**src/phy_cm_pkg.sv**
```systemverilog
// Constants, types and register map of the physical connection manager.
package phy_cm_pkg;

  typedef enum logic [3:0] {
    ST_OFF = 4'h0,
    ST_BREAK = 4'h1,
    ST_TRACE = 4'h2,
    ST_CONNECT = 4'h3,
    ST_NEXT = 4'h4,
    ST_SIGNAL = 4'h5,
    ST_JOIN = 4'h6,
    ST_VERIFY = 4'h7,
    ST_ACTIVE = 4'h8,
    ST_MAINT = 4'h9
  } pcm_state_e;

  // Received line condition codes.
  localparam logic [2:0] LS_NOISE = 3'h0;
  localparam logic [2:0] LS_ACTIVE = 3'h1;
  localparam logic [2:0] LS_IDLE = 3'h3;
  localparam logic [2:0] LS_QUIET = 3'h4;
  localparam logic [2:0] LS_MASTER = 3'h5;
  localparam logic [2:0] LS_HALT = 3'h6;
  localparam logic [2:0] LS_LIDLE = 3'h7;

  // Symbol requests on the transmit port.
  localparam logic [2:0] TX_QUIET = 3'h0;
  localparam logic [2:0] TX_IDLE = 3'h1;
  localparam logic [2:0] TX_HALT = 3'h2;
  localparam logic [2:0] TX_MASTER = 3'h3;
  localparam logic [2:0] TX_DATA = 3'h6;

  // Register byte addresses.
  localparam logic [7:0] ADDR_CTRL = 8'h00;
  localparam logic [7:0] ADDR_TXLEN = 8'h04;
  localparam logic [7:0] ADDR_TXVEC = 8'h08;
  localparam logic [7:0] ADDR_RXVEC = 8'h0C;
  localparam logic [7:0] ADDR_NOISE = 8'h10;
  localparam logic [7:0] ADDR_SHORT = 8'h14;
  localparam logic [7:0] ADDR_STATUS = 8'h18;
  localparam logic [7:0] ADDR_EVENTS = 8'h1C;
  localparam logic [7:0] ADDR_TNE = 8'h20;

  // Values after reset.
  localparam logic [15:0] NOISE_TIME_RST = 16'h0100;
  localparam logic [15:0] SHORT_DUR_RST = 16'h0400;

  // Event bit positions.
  localparam int EV_CODE = 0;
  localparam int EV_BREAK = 1;
  localparam int EV_NOISE = 2;
  localparam int EV_TRACE = 3;
  localparam int EV_SELF = 4;

  // Break reasons.
  localparam logic [2:0] RSN_NONE = 3'h0;
  localparam logic [2:0] RSN_START = 3'h1;
  localparam logic [2:0] RSN_NOISE = 3'h2;
  localparam logic [2:0] RSN_TRACE = 3'h3;

  // Loop test functions.
  localparam logic [1:0] LOOP_PATTERN = 2'h1;
  localparam logic [1:0] LOOP_IDLE = 2'h2;
  localparam logic [1:0] LOOP_REMOTE = 2'h3;

  localparam int CTRL_W = 9;

  typedef struct packed {
    logic noise_run;
    logic long_test;
    logic [1:0] loop_test_bits;
    logic maint;
    logic stop;
    logic trace_request;
    logic join_cmd;
    logic connect_begin_cmd;
  } ctrl_s;

  typedef struct packed {
    logic lct;
    logic signaling;
    logic transmit_done_flag;
    logic [2:0] reason;
    pcm_state_e state;
  } status_s;

endpackage

```
**src/phy_connection_manager.sv**
```systemverilog
// Physical connection management state machine with its APB registers.
//
// Our own choices: the address map and the APB slave port.
`timescale 1ns/1ns
`default_nettype none
module phy_connection_manager import phy_cm_pkg::*; (
  // Clock and reset
  input wire logic clk,
  input wire logic resetn,
  // APB slave
  input wire logic psel,
  input wire logic penable,
  input wire logic pwrite,
  input wire logic [7:0] paddr,
  input wire logic [31:0] pwdata,
  output logic [31:0] prdata,
  output logic pready,
  output logic pslverr,
  // Line side
  input wire logic [2:0] line_condition_code,
  output logic [2:0] line_transmit_port,
  output logic loopback_en,
  output logic station_inserted
);

  pcm_state_e state_q;
  pcm_state_e state_d;
  logic [2:0] reason_d;
  logic [2:0] brk_reason_q;
  logic restart_ok_q;
  logic [3:0] tx_len_q;
  logic [15:0] tx_vec_q;
  logic [15:0] rx_vec_q;
  logic [3:0] bit_idx_q;
  logic sig_q;
  logic tdf_q;
  logic [15:0] noise_time_q;
  logic [15:0] short_dur_q;
  logic long_q;
  logic noise_run_q;
  logic [1:0] loop_mode_q;
  logic lct_q;
  logic [15:0] lct_cnt_q;
  logic [15:0] tne_q;
  logic idle_q;
  logic ls_flag_q;
  logic [4:0] evt_q;
  logic [4:0] evt_set;
  ctrl_s cw;
  status_s st;

  // Register writes happen only in the access phase that ends the transfer.
  wire wr_en = psel & penable & pready & pwrite;
  wire wr_ctrl = wr_en && (paddr == ADDR_CTRL);
  wire wr_vec = wr_en && (paddr == ADDR_TXVEC);
  assign cw = ctrl_s'(pwdata[CTRL_W-1:0]);
  wire start_cmd = wr_ctrl & cw.connect_begin_cmd;
  wire stop_cmd = wr_ctrl & cw.stop;
  wire join_cmd = wr_ctrl & cw.join_cmd;
  wire trace_request = wr_ctrl & cw.trace_request;
  wire loop_wr = wr_ctrl & (cw.loop_test_bits != 2'h0);
  wire loop_ok = loop_wr && (state_q == ST_NEXT) && !sig_q;
  wire join_ok = join_cmd && (state_q == ST_NEXT) && !sig_q;

  // The line condition comes from the line state logic on this clock.
  wire [2:0] ls = line_condition_code;
  wire rx_idle = (ls == LS_IDLE) || (ls == LS_LIDLE);
  wire rx_hm = (ls == LS_HALT) || (ls == LS_MASTER);
  wire rx_bit_seen = (state_q == ST_SIGNAL) && rx_hm;
  wire last_bit = bit_idx_q == tx_len_q;
  wire tne_cnt_en = ((state_q == ST_ACTIVE) && ls_flag_q) || ((state_q == ST_MAINT) && noise_run_q);
  wire tne_exp = !rx_idle && !idle_q && tne_cnt_en && (tne_q == 16'h0001);
  wire lct_done = lct_q && ((!long_q && (lct_cnt_q == 16'h0000)) || rx_hm);
  wire brk_entry = (state_d == ST_BREAK) && ((state_q != ST_BREAK) || start_cmd);

  // Next state. Stop wins over start so software can always park the port.
  always_comb begin
    state_d = state_q;
    reason_d = RSN_START;
    if (stop_cmd) begin
      state_d = ST_OFF;
    end else if (start_cmd) begin
      state_d = ST_BREAK;
    end else begin
      unique case (state_q)
        ST_OFF: state_d = (wr_ctrl && cw.maint) ? ST_MAINT : ST_OFF;
        ST_BREAK: state_d = restart_ok_q ? ST_CONNECT : ST_BREAK;
        ST_CONNECT: state_d = (ls == LS_HALT) ? ST_NEXT : ST_CONNECT;
        // Waiting for the far end's idle keeps a stale answer from passing as the next bit.
        ST_NEXT: state_d = join_ok ? ST_JOIN : ((sig_q && rx_idle) ? ST_SIGNAL : ST_NEXT);
        ST_SIGNAL: state_d = rx_bit_seen ? ST_NEXT : ST_SIGNAL;
        ST_JOIN: state_d = (ls == LS_HALT) ? ST_VERIFY : ST_JOIN;
        ST_VERIFY: state_d = rx_idle ? ST_ACTIVE : ST_VERIFY;
        ST_ACTIVE: begin
          if (trace_request) begin
            state_d = ST_TRACE;
          end else if (tne_exp) begin
            state_d = ST_BREAK;
            reason_d = RSN_NOISE;
          end
        end
        ST_TRACE: begin
          if ((ls == LS_QUIET) || (ls == LS_HALT)) begin
            state_d = ST_BREAK;
            reason_d = RSN_TRACE;
          end
        end
        ST_MAINT: state_d = ST_MAINT;
        default: state_d = ST_OFF;
      endcase
    end
  end

  always_ff @(posedge clk or negedge resetn) begin
    if (!resetn) begin
      state_q <= ST_OFF;
    end else begin
      state_q <= state_d;
    end
  end

  // Only a start arms the restart, so software may reload vectors after a fault.
  always_ff @(posedge clk or negedge resetn) begin
    if (!resetn) begin
      restart_ok_q <= 1'b0;
      brk_reason_q <= RSN_NONE;
    end else if (brk_entry) begin
      restart_ok_q <= start_cmd;
      brk_reason_q <= reason_d;
    end else if (state_q == ST_CONNECT) begin
      restart_ok_q <= 1'b0;
    end
  end

  // Signaling: one bit per visit to the signal state, answer captured on return.
  always_ff @(posedge clk or negedge resetn) begin
    if (!resetn) begin
      sig_q <= 1'b0;
      bit_idx_q <= 4'h0;
      rx_vec_q <= 16'h0000;
      tdf_q <= 1'b0;
    end else if (start_cmd || stop_cmd) begin
      sig_q <= 1'b0;
      tdf_q <= 1'b0;
    end else if ((state_q == ST_CONNECT && state_d == ST_NEXT) || (wr_vec && state_q == ST_NEXT)) begin
      sig_q <= 1'b1;
      bit_idx_q <= 4'h0;
      rx_vec_q <= 16'h0000;
      tdf_q <= 1'b0;
    end else if (rx_bit_seen && sig_q) begin
      rx_vec_q[bit_idx_q] <= ls == LS_HALT;
      bit_idx_q <= bit_idx_q + 4'h1;
      if (last_bit) begin
        sig_q <= 1'b0;
        tdf_q <= 1'b1;
      end
    end else if (loop_ok) begin
      tdf_q <= 1'b1;
    end
  end

  // Link confidence test.
  always_ff @(posedge clk or negedge resetn) begin
    if (!resetn) begin
      lct_q <= 1'b0;
      lct_cnt_q <= 16'h0000;
      loop_mode_q <= 2'h0;
    end else if (loop_ok) begin
      lct_q <= 1'b1;
      loop_mode_q <= cw.loop_test_bits;
      lct_cnt_q <= short_dur_q;
    end else if (lct_done || join_ok || wr_vec || start_cmd || stop_cmd) begin
      lct_q <= 1'b0;
      loop_mode_q <= 2'h0;
    end else if (lct_q && lct_cnt_q != 16'h0000) begin
      lct_cnt_q <= lct_cnt_q - 16'h0001;
    end
  end

  // Noise timer. Reset treats the line as idle so the first noise reloads it.
  always_ff @(posedge clk or negedge resetn) begin
    if (!resetn) begin
      tne_q <= 16'h0000;
      idle_q <= 1'b1;
    end else begin
      idle_q <= rx_idle;
      if (wr_en && paddr == ADDR_TNE && state_q == ST_MAINT && !noise_run_q) begin
        tne_q <= pwdata[15:0];
      end else if (!rx_idle && idle_q) begin
        tne_q <= noise_time_q;
      end else if (!rx_idle && tne_cnt_en && tne_q != 16'h0000) begin
        tne_q <= tne_q - 16'h0001;
      end
    end
  end

  always_ff @(posedge clk or negedge resetn) begin
    if (!resetn) begin
      ls_flag_q <= 1'b0;
    end else if (state_q != ST_ACTIVE) begin
      ls_flag_q <= 1'b0;
    end else if (rx_idle) begin
      ls_flag_q <= 1'b1;
    end
  end

  // Sticky events; a set in the same cycle as its clear wins.
  always_comb begin
    evt_set = 5'h00;
    evt_set[EV_CODE] = (rx_bit_seen && sig_q && last_bit) || lct_done;
    evt_set[EV_BREAK] = brk_entry;
    evt_set[EV_NOISE] = tne_exp && (state_q == ST_MAINT);
    evt_set[EV_TRACE] = (state_q == ST_ACTIVE) && (ls == LS_MASTER || trace_request);
    evt_set[EV_SELF] = (state_q == ST_TRACE) && (ls == LS_QUIET || ls == LS_HALT);
  end

  always_ff @(posedge clk or negedge resetn) begin
    if (!resetn) begin
      evt_q <= 5'h00;
    end else if (wr_en && paddr == ADDR_EVENTS) begin
      evt_q <= (evt_q & ~pwdata[4:0]) | evt_set;
    end else begin
      evt_q <= evt_q | evt_set;
    end
  end

  // Software parameters; loaded by writes in any state of the machine.
  always_ff @(posedge clk or negedge resetn) begin
    if (!resetn) begin
      tx_len_q <= 4'h0;
      tx_vec_q <= 16'h0000;
      noise_time_q <= NOISE_TIME_RST;
      short_dur_q <= SHORT_DUR_RST;
      long_q <= 1'b0;
      noise_run_q <= 1'b0;
    end else if (wr_en) begin
      unique case (paddr)
        ADDR_TXLEN: tx_len_q <= pwdata[3:0];
        ADDR_TXVEC: tx_vec_q <= pwdata[15:0];
        ADDR_NOISE: noise_time_q <= pwdata[15:0];
        ADDR_SHORT: short_dur_q <= pwdata[15:0];
        ADDR_CTRL: begin
          long_q <= cw.long_test;
          noise_run_q <= cw.noise_run;
        end
        default: begin
        end
      endcase
    end
  end

  // Transmit request follows the state one cycle later.
  always_ff @(posedge clk or negedge resetn) begin
    if (!resetn) begin
      line_transmit_port <= TX_QUIET;
      loopback_en <= 1'b0;
      station_inserted <= 1'b0;
    end else begin
      loopback_en <= lct_q && (loop_mode_q == LOOP_REMOTE);
      station_inserted <= (state_q == ST_ACTIVE) || (state_q == ST_TRACE);
      unique case (state_q)
        ST_CONNECT, ST_JOIN: line_transmit_port <= TX_HALT;
        ST_SIGNAL: line_transmit_port <= tx_vec_q[bit_idx_q] ? TX_HALT : TX_MASTER;
        ST_VERIFY, ST_TRACE: line_transmit_port <= TX_MASTER;
        ST_ACTIVE: line_transmit_port <= TX_DATA;
        ST_NEXT: line_transmit_port <= (lct_q && loop_mode_q != LOOP_IDLE) ? TX_DATA : TX_IDLE;
        default: line_transmit_port <= TX_QUIET;
      endcase
    end
  end

  assign st = {lct_q, sig_q, tdf_q, brk_reason_q, state_q};

  // APB answers in the first access cycle; unmapped addresses return an error.
  always_ff @(posedge clk or negedge resetn) begin
    if (!resetn) begin
      prdata <= 32'h0000_0000;
      pready <= 1'b0;
      pslverr <= 1'b0;
    end else if (psel && !penable) begin
      pready <= 1'b1;
      pslverr <= 1'b0;
      prdata <= 32'h0000_0000;
      unique case (paddr)
        ADDR_CTRL: prdata <= {23'h0, noise_run_q, long_q, loop_mode_q, 5'h00};
        ADDR_TXLEN: prdata <= {28'h0, tx_len_q};
        ADDR_TXVEC: prdata <= {16'h0, tx_vec_q};
        ADDR_RXVEC: prdata <= {16'h0, rx_vec_q};
        ADDR_NOISE: prdata <= {16'h0, noise_time_q};
        ADDR_SHORT: prdata <= {16'h0, short_dur_q};
        ADDR_STATUS: prdata <= {22'h0, st};
        ADDR_EVENTS: prdata <= {27'h0, evt_q};
        ADDR_TNE: prdata <= {16'h0, tne_q};
        default: pslverr <= 1'b1;
      endcase
    end else begin
      pready <= 1'b0;
      pslverr <= 1'b0;
    end
  end

  wire quiet_cmd = !start_cmd && !stop_cmd;
endmodule
`default_nettype wire

```
**config.mk**
```make
export PLATFORM = sky130hd
export DESIGN_NAME = phy_connection_manager
export DESIGN_NICKNAME = d
export VERILOG_FILES = /design/src/phy_cm_pkg.sv /design/src/phy_connection_manager.sv
export SDC_FILE = /design/constraint.sdc
export NUM_CORES = 1
export LEC_CHECK = 0
export ABC_AREA = 1
export BUFFER_PORTS_ARGS = -buffer_cell sky130_fd_sc_hd__buf_4
export CAP_MARGIN = 20
export CELL_PAD_IN_SITES_DETAIL_PLACEMENT = 0
export CELL_PAD_IN_SITES_GLOBAL_PLACEMENT = 1
export CORE_MARGIN = 1.5
export CORE_UTILIZATION = 35
export DETAILED_ROUTE_END_ITERATION = 8
export PLACE_DENSITY = 0.75
export SETUP_SLACK_MARGIN = 0.05
export SYNTH_ARGS = -nofsm -noshare
export SYNTH_HDL_FRONTEND = slang
export SYNTH_SLANG_ARGS = --single-unit
```
**constraint.sdc**
```tcl
create_clock -name clk -period 2.2 [get_ports clk]
set_input_delay 0.44 -clock clk [delete_from_list [all_inputs] [get_ports clk]]
set_output_delay 0.44 -clock clk [all_outputs]
set_load 0.05 [all_outputs]
```
# Word level (Yosys, flattened, before mapping)
# Index checks and enable logic that the tools add are counted.
[classes] add_sub_neg=3 order_cmp=2 n_eq_ne=32 muxes=60 n_bitwise=13 n_reduce_logical=84
[ops] cell="$pmux W16 S9" n=1
[ops] cell="$mux W16" n=8
[ops] cell="$pmux W4 S10" n=1
[ops] cell="$logic_and A1 B1 Y1" n=36
[ops] cell="$mux W4" n=9
[ops] cell="$eq A8 B5 Y1 const B" n=4
[ops] cell="$reduce_bool A16 Y1" n=2
[ops] cell="$sub A16 B1 Y16 const B" n=2
[ops] cell="$mux W1" n=24
[ops] cell="$eq A4 B3 Y1 const B" n=5
[ops] cell="$reduce_and A2 Y1" n=9
[ops] cell="$bwmux W16" n=1
[ops] cell="$eq A16 B1 Y1 const B" n=1
[ops] cell="$eq A8 B4 Y1 const B" n=2
[ops] cell="$logic_not A16 Y1" n=1
[ops] cell="$logic_or A1 B1 Y1" n=15
[ops] cell="$pmux W3 S5" n=1
[ops] cell="$mux W2" n=7
[ops] cell="$eq A3 B3 Y1 const B" n=4
[ops] cell="$mux W3" n=4
[ops] cell="$reduce_bool A2 Y1" n=6
[ops] cell="$or A5 B5 Y5" n=2
[ops] cell="$reduce_bool A3 Y1" n=3
[ops] cell="$reduce_or A9 Y1" n=1
[ops] cell="27 further kinds" n=45
[totals] regBits=165 output_inout_bits=39 word_cells=220

# Longest topological paths before layout
[depth] ltp_word=16 ltp_mapped=15

# Worst setup path before layout
# OpenSTA, ideal clock, no wires.
[synth_path] kind="flip-flop to flip-flop" start="reg pready" end="reg lct_cnt_q[12]" arrival_time_ps=1926 required_time_ps=2079 setup_slack_ps=153 path_stages_with_launch=11 path_buffers=1 synth_period_minus_slack_ps=2047 path_cell_list="dfrtp_1 nand4_2 inv_2 nand2_2 inv_2 nand4_2 nand2_2 nand2_4 buf_6 nand2_1 o21ai_2"
[synth_between] elab_chain_cells=12
[synth_lines] item="start, declared" line="phy_connection_manager.sv:17" text="output logic pready,"
[synth_lines] item="start signal, assigned" line="phy_connection_manager.sv:278" text="pready <= 1'b0;"
[synth_lines] item="start signal, assigned" line="phy_connection_manager.sv:281" text="pready <= 1'b1;"
[synth_lines] item="start signal, assigned" line="phy_connection_manager.sv:297" text="pready <= 1'b0;"
[synth_lines] item="$and A1 B1 Y1 * (2 in series)" line="phy_connection_manager.sv:53" text="wire wr_en = psel & penable & pready & pwrite;"
[synth_lines] item="$logic_and A1 B1 Y1" line="phy_connection_manager.sv:54" text="wire wr_ctrl = wr_en && (paddr == ADDR_CTRL);"
[synth_lines] item="$and A1 B1 Y1" line="phy_connection_manager.sv:59" text="wire join_cmd = wr_ctrl & cw.join_cmd;"
[synth_lines] item="$logic_and A1 B1 Y1 (2 in series)" line="phy_connection_manager.sv:63" text="wire join_ok = join_cmd && (state_q == ST_NEXT) && !sig_q;"
[synth_lines] item="$logic_or A1 B1 Y1 (4 in series)" line="phy_connection_manager.sv:172" text="end else if (lct_done || join_ok || wr_vec || start_cmd || stop_cmd) begin"
[synth_lines] item="$ne A2 B2 Y1 (no line)"
[synth_lines] item="$reduce_and A2 Y1 (no line)"
[synth_lines] item="end signal, assigned" line="phy_connection_manager.sv:171" text="lct_cnt_q <= short_dur_q;"
[synth_lines] item="end signal, assigned" line="phy_connection_manager.sv:176" text="lct_cnt_q <= lct_cnt_q - 16'h0001;"
[synth_lines] item="end, declared" line="phy_connection_manager.sv:43" text="logic [15:0] lct_cnt_q;"
# Every way passes the cells marked *; elsewhere a longest branch is shown, timed or not.
# A chain may end at the register's enable or synchronous reset.

# Final worst setup path
[layout_path] start="reg state_q[3]" end="reg lct_cnt_q[9]"
[layout_between] elab_chain_cells=9
[layout_lines] item="start, declared" line="phy_connection_manager.sv:26" text="pcm_state_e state_q;"
[layout_lines] item="start signal, assigned" line="phy_connection_manager.sv:118" text="state_q <= state_d;"
[layout_lines] item="$eq A4 B3 Y1 *" line="phy_connection_manager.sv:62, phy_connection_manager.sv:63"
[layout_lines] item="$logic_and A1 B1 Y1 (2 in series)" line="phy_connection_manager.sv:63"
[layout_lines] item="$logic_or A1 B1 Y1 (4 in series)" line="phy_connection_manager.sv:172"
[layout_lines] item="$ne A2 B2 Y1 (no line)"
[layout_lines] item="$reduce_and A2 Y1 (no line)"
# Marks and branches as above.

==> results.md <==
* Worst VDD drop at 0.468 mV
* DRC Markers at 0
* EDFF count, synth at 0
* Root buffer cell: clkbuf_16
* CP peak stage delay at 0.48 ns
* Element type at the critical path end: flop
* GRT Util Overall at 23.7%
* Avg Vias per Cell at 5.07
* # H-tree levels at 4
* Register area at 3710 um^2
* DR vias at 8464
* Post-CTS setup buffer count at 0
* Fin. Hold Viols at 0
* Max Fclk at 0.503 GHz
* Layout Nets at 1390
* Sw Share at 34.9%
* Sw power at 2.80 mW
* Worst-margin pin slew at 0.566 ns
* Final non-filler cell total at 1671
* Crit path max fanout at 15
* Clock Skews at 0.0109 ns
* Avg WL per Cell at 17.9 um
* Slew Viols, Final at 0
* Sequential power share at 38.7%
* Sink Count at 148
* Outcome: complete, no violations
* Row count at 57
* Vias in the first global route at 8010
* Area leader, netlist: dfrtp_1
* CP required at 2.53 ns
* Startpoint types: flop
* Synth warnings at 0
* Synth cell types at 51
* Kind of critical path: flop to flop
* Clock Tree Buf Depth at 2
* Total Routed Length at 29.8 mm
* WP data arrival at 2.32 ns
* Endpoints failing setup at 0
* Clock share of power at 37.1%
* Placed cells at 1638
* Max cap viols at 0
* PD cells at 751 nW/um^2
* Yosys top cell area share at 41.4%
* Multi-input gate area at 4320 um^2
* FF+latch count, synth at 148
* Routed metal-1 wirelength at 14.2 mm
* Ant diodes at 0
* Clk slew on worst S/H paths at 0.07 ns
* Largest net degree at the start of global routing at 46
* ANT nets after route at 0
* Final TNS setup at 0 ns
* Initial antenna violation count at 0
* Wire length of the first global-routing pass at 46.8 mm
* Met2 routed WL at 13.3 mm
* Ports at 87
* Layout cells sized above 1 at 17.1%
* Synth area leaders: dfrtp_1 41%, nand2_1 15%, o21ai_0 6.8%
* I/O Buffers at 54
* Number of fill cells in the layout at 2503
* Most common cell after layout, fill and taps aside: nand2_1
* Crit-path leading delay family: simple AND/OR/NAND/NOR gates
* Die Wd at 161 um
* Cell area after synthesis at 8770 um^2
* RSZ-0062 raised after global routing: no
* Routed wl met3 at 1.61 mm
* Die Ht at 161 um
* Internal power at 5.23 mW
* Cell mode on critical path: nand2_2
* Post-synth ARST share at 100%
* CP bufs+invs at 3
* TritonCTS clock tree: built
* Seq/Total Area, Yosys at 42.3%
* DRT Pass-1 Iters at 5
* Post-layout power at 8.03 mW
* Starting utilization of the core area at 35.8%
* Detailed-placement wirelength estimate at 23.0 mm
* Final Wtd Congestion at 0.896
* Fin crit period at 1.99 ns
* Total CTS buffers at 17
* Logic gate share of total power at 24.2%
* Syn Area/Cell at 7.22 um^2
* Full die area at 26000 um^2
* Leak at 5.45 nW
* Clk Latency, worst-skew pair at 0.45 ns
* Hold WC Path Type: input pin to flop
* Cells after synthesis at 1215
* Commonest cells after routing, fill and taps aside: 349 x nand2_1, 145 x dfrtp_1, 128 x nor2_1
* Tcrit/Tclk final at 90.3%
* Layout area overhead at 22.0%
* Top sig layer: met4
* Worst path slowest cell: dfrtp_1
* 1st-iter DRT viols at 728
* Cells along the critical path: inv_2, nand2_2, nor2_4, buf_4, nand4_2, nand2_2, nand2_4, buf_12, nand2_1, o21ai_2
* Synth Flop Type: dfrtp_1
* Rel. slew slack at 62.2%
* Core ar. at 24500 um^2
* GRT overflow at 0
## flip-flops by register name, summed over array words and instances (netlist names), 5 cells and up
name / count
short_dur_q: 16
prdata: 16
evt_q: 5
tx_vec_q: 16
rx_vec_q: 16
lct_cnt_q: 16
noise_time_q: 16
tne_q: 16
## area by class of cell
cell class              count  area share (%)
multi-input cells         889            40.3
flip-flops and latches    148            34.7
repair buffers            137            10.7
inverters                 141            5.00
clock buffers              21            4.40
well taps                 324            3.79
clock inverters            11            1.08
## power groups by stage
stage	clock (mW)	combinational, mW	sequential, mW
after global placement	0	1.92	3.15
after CTS	3.01	1.94	3.10
after global routing	3.12	2.17	3.14
after detailed placement	0	1.92	3.15
final	2.98	1.94	3.11
after floorplan	0	1.22	3.15
## timing repair
item | in CTS | in global routing
gates resized for setup | 0 | 8
hold endpoints to repair | 39 | 0
hold buffers | 1 | 0
setup endpoints to repair | 0 | 17
## metrics by stage
stage	cell area [um^2]	hold slack (ns)	utilization (%)	setup WS, ns
2_1_floorplan	8820	0.144	-	0.153
3_3_place_gp	10100	0.407	41.2	0.0266
3_5_place_dp	10100	0.403	41.2	0.0255
4_1_cts	10700	0.237	43.6	0.169
5_1_grt	10700	0.266	43.7	0.0514
6_report	10700	0.237	43.7	0.213
## worst paths after layout
check / from / end / slack (ns) / cells past startpoint
min in group asynchronous: resetn / rx_vec_q[14] / 0.48 / 2
min: pwdata[15] / tne_q[15] / 0.24 / 3
max: state_q[3] / lct_cnt_q[9] / 0.21 / 10
max in group asynchronous: resetn / bit_idx_q[1] / 0.99 / 4
max reg2reg: state_q[3] / lct_cnt_q[9] / 0.21 / 10
min reg2reg: short_dur_q[10] / short_dur_q[10] / 0.48 / 2
## cell families (layout without fill, tap and decap cells)
family	after synthesis	count (layout)	synth area share, %
xor gates and xnor gates	15	15	1.50
AOI/OAI and AO/OA	235	235	15.0
DFF	148	148	42.3
other	1	16	0.0428
and+or+nand+nor	615	615	30.6
buffers and inverters	193	310	9.43
adders and majority gates	8	8	1.14
## metal layers
layer	track usage, %	vias up
met3	2.90	46
met1	34.4	3992
li1	-	4146
met5	0	-
met4	7.32	0
met2	36.9	280
## cell usage after synthesis (2+ instances only)
master,n
buf_6,4
nor2_4,5
nand2_1,350
o21ai_0,119
nand4_1,12
nand3b_1,2
nand3_1,75
nor2_2,2
or2_2,2
o21ai_1,51
buf_4,17
nand2_4,3
o21bai_1,4
dfrtp_1,145
nor3_2,2
nor2_1,131
nand3_2,2
xor2_1,13
o211ai_1,9
clkbuf_1,25
nand3_4,2
buf_2,5
nor3_4,2
nand4_2,4
xnor2_1,2
inv_2,12
o21a_1,4
o2111ai_1,8
o22ai_1,8
a21oi_1,15
inv_1,127
nand2_2,10
o221ai_1,3
nor4_1,3
dfstp_2,3
o21ai_2,6
nor3_1,7
ha_1,8
## worst reg2reg max path: stages (launching register included)
cell,delay [ns]
dfrtp_1,0.48
inv_2,0.15
nand2_2,0.08
nor2_4,0.20
buf_4,0.17
nand4_2,0.24
nand2_2,0.19
nand2_4,0.08
buf_12,0.15
nand2_1,0.07
o21ai_2,0.05
Power figures use the tool's default switching activity.
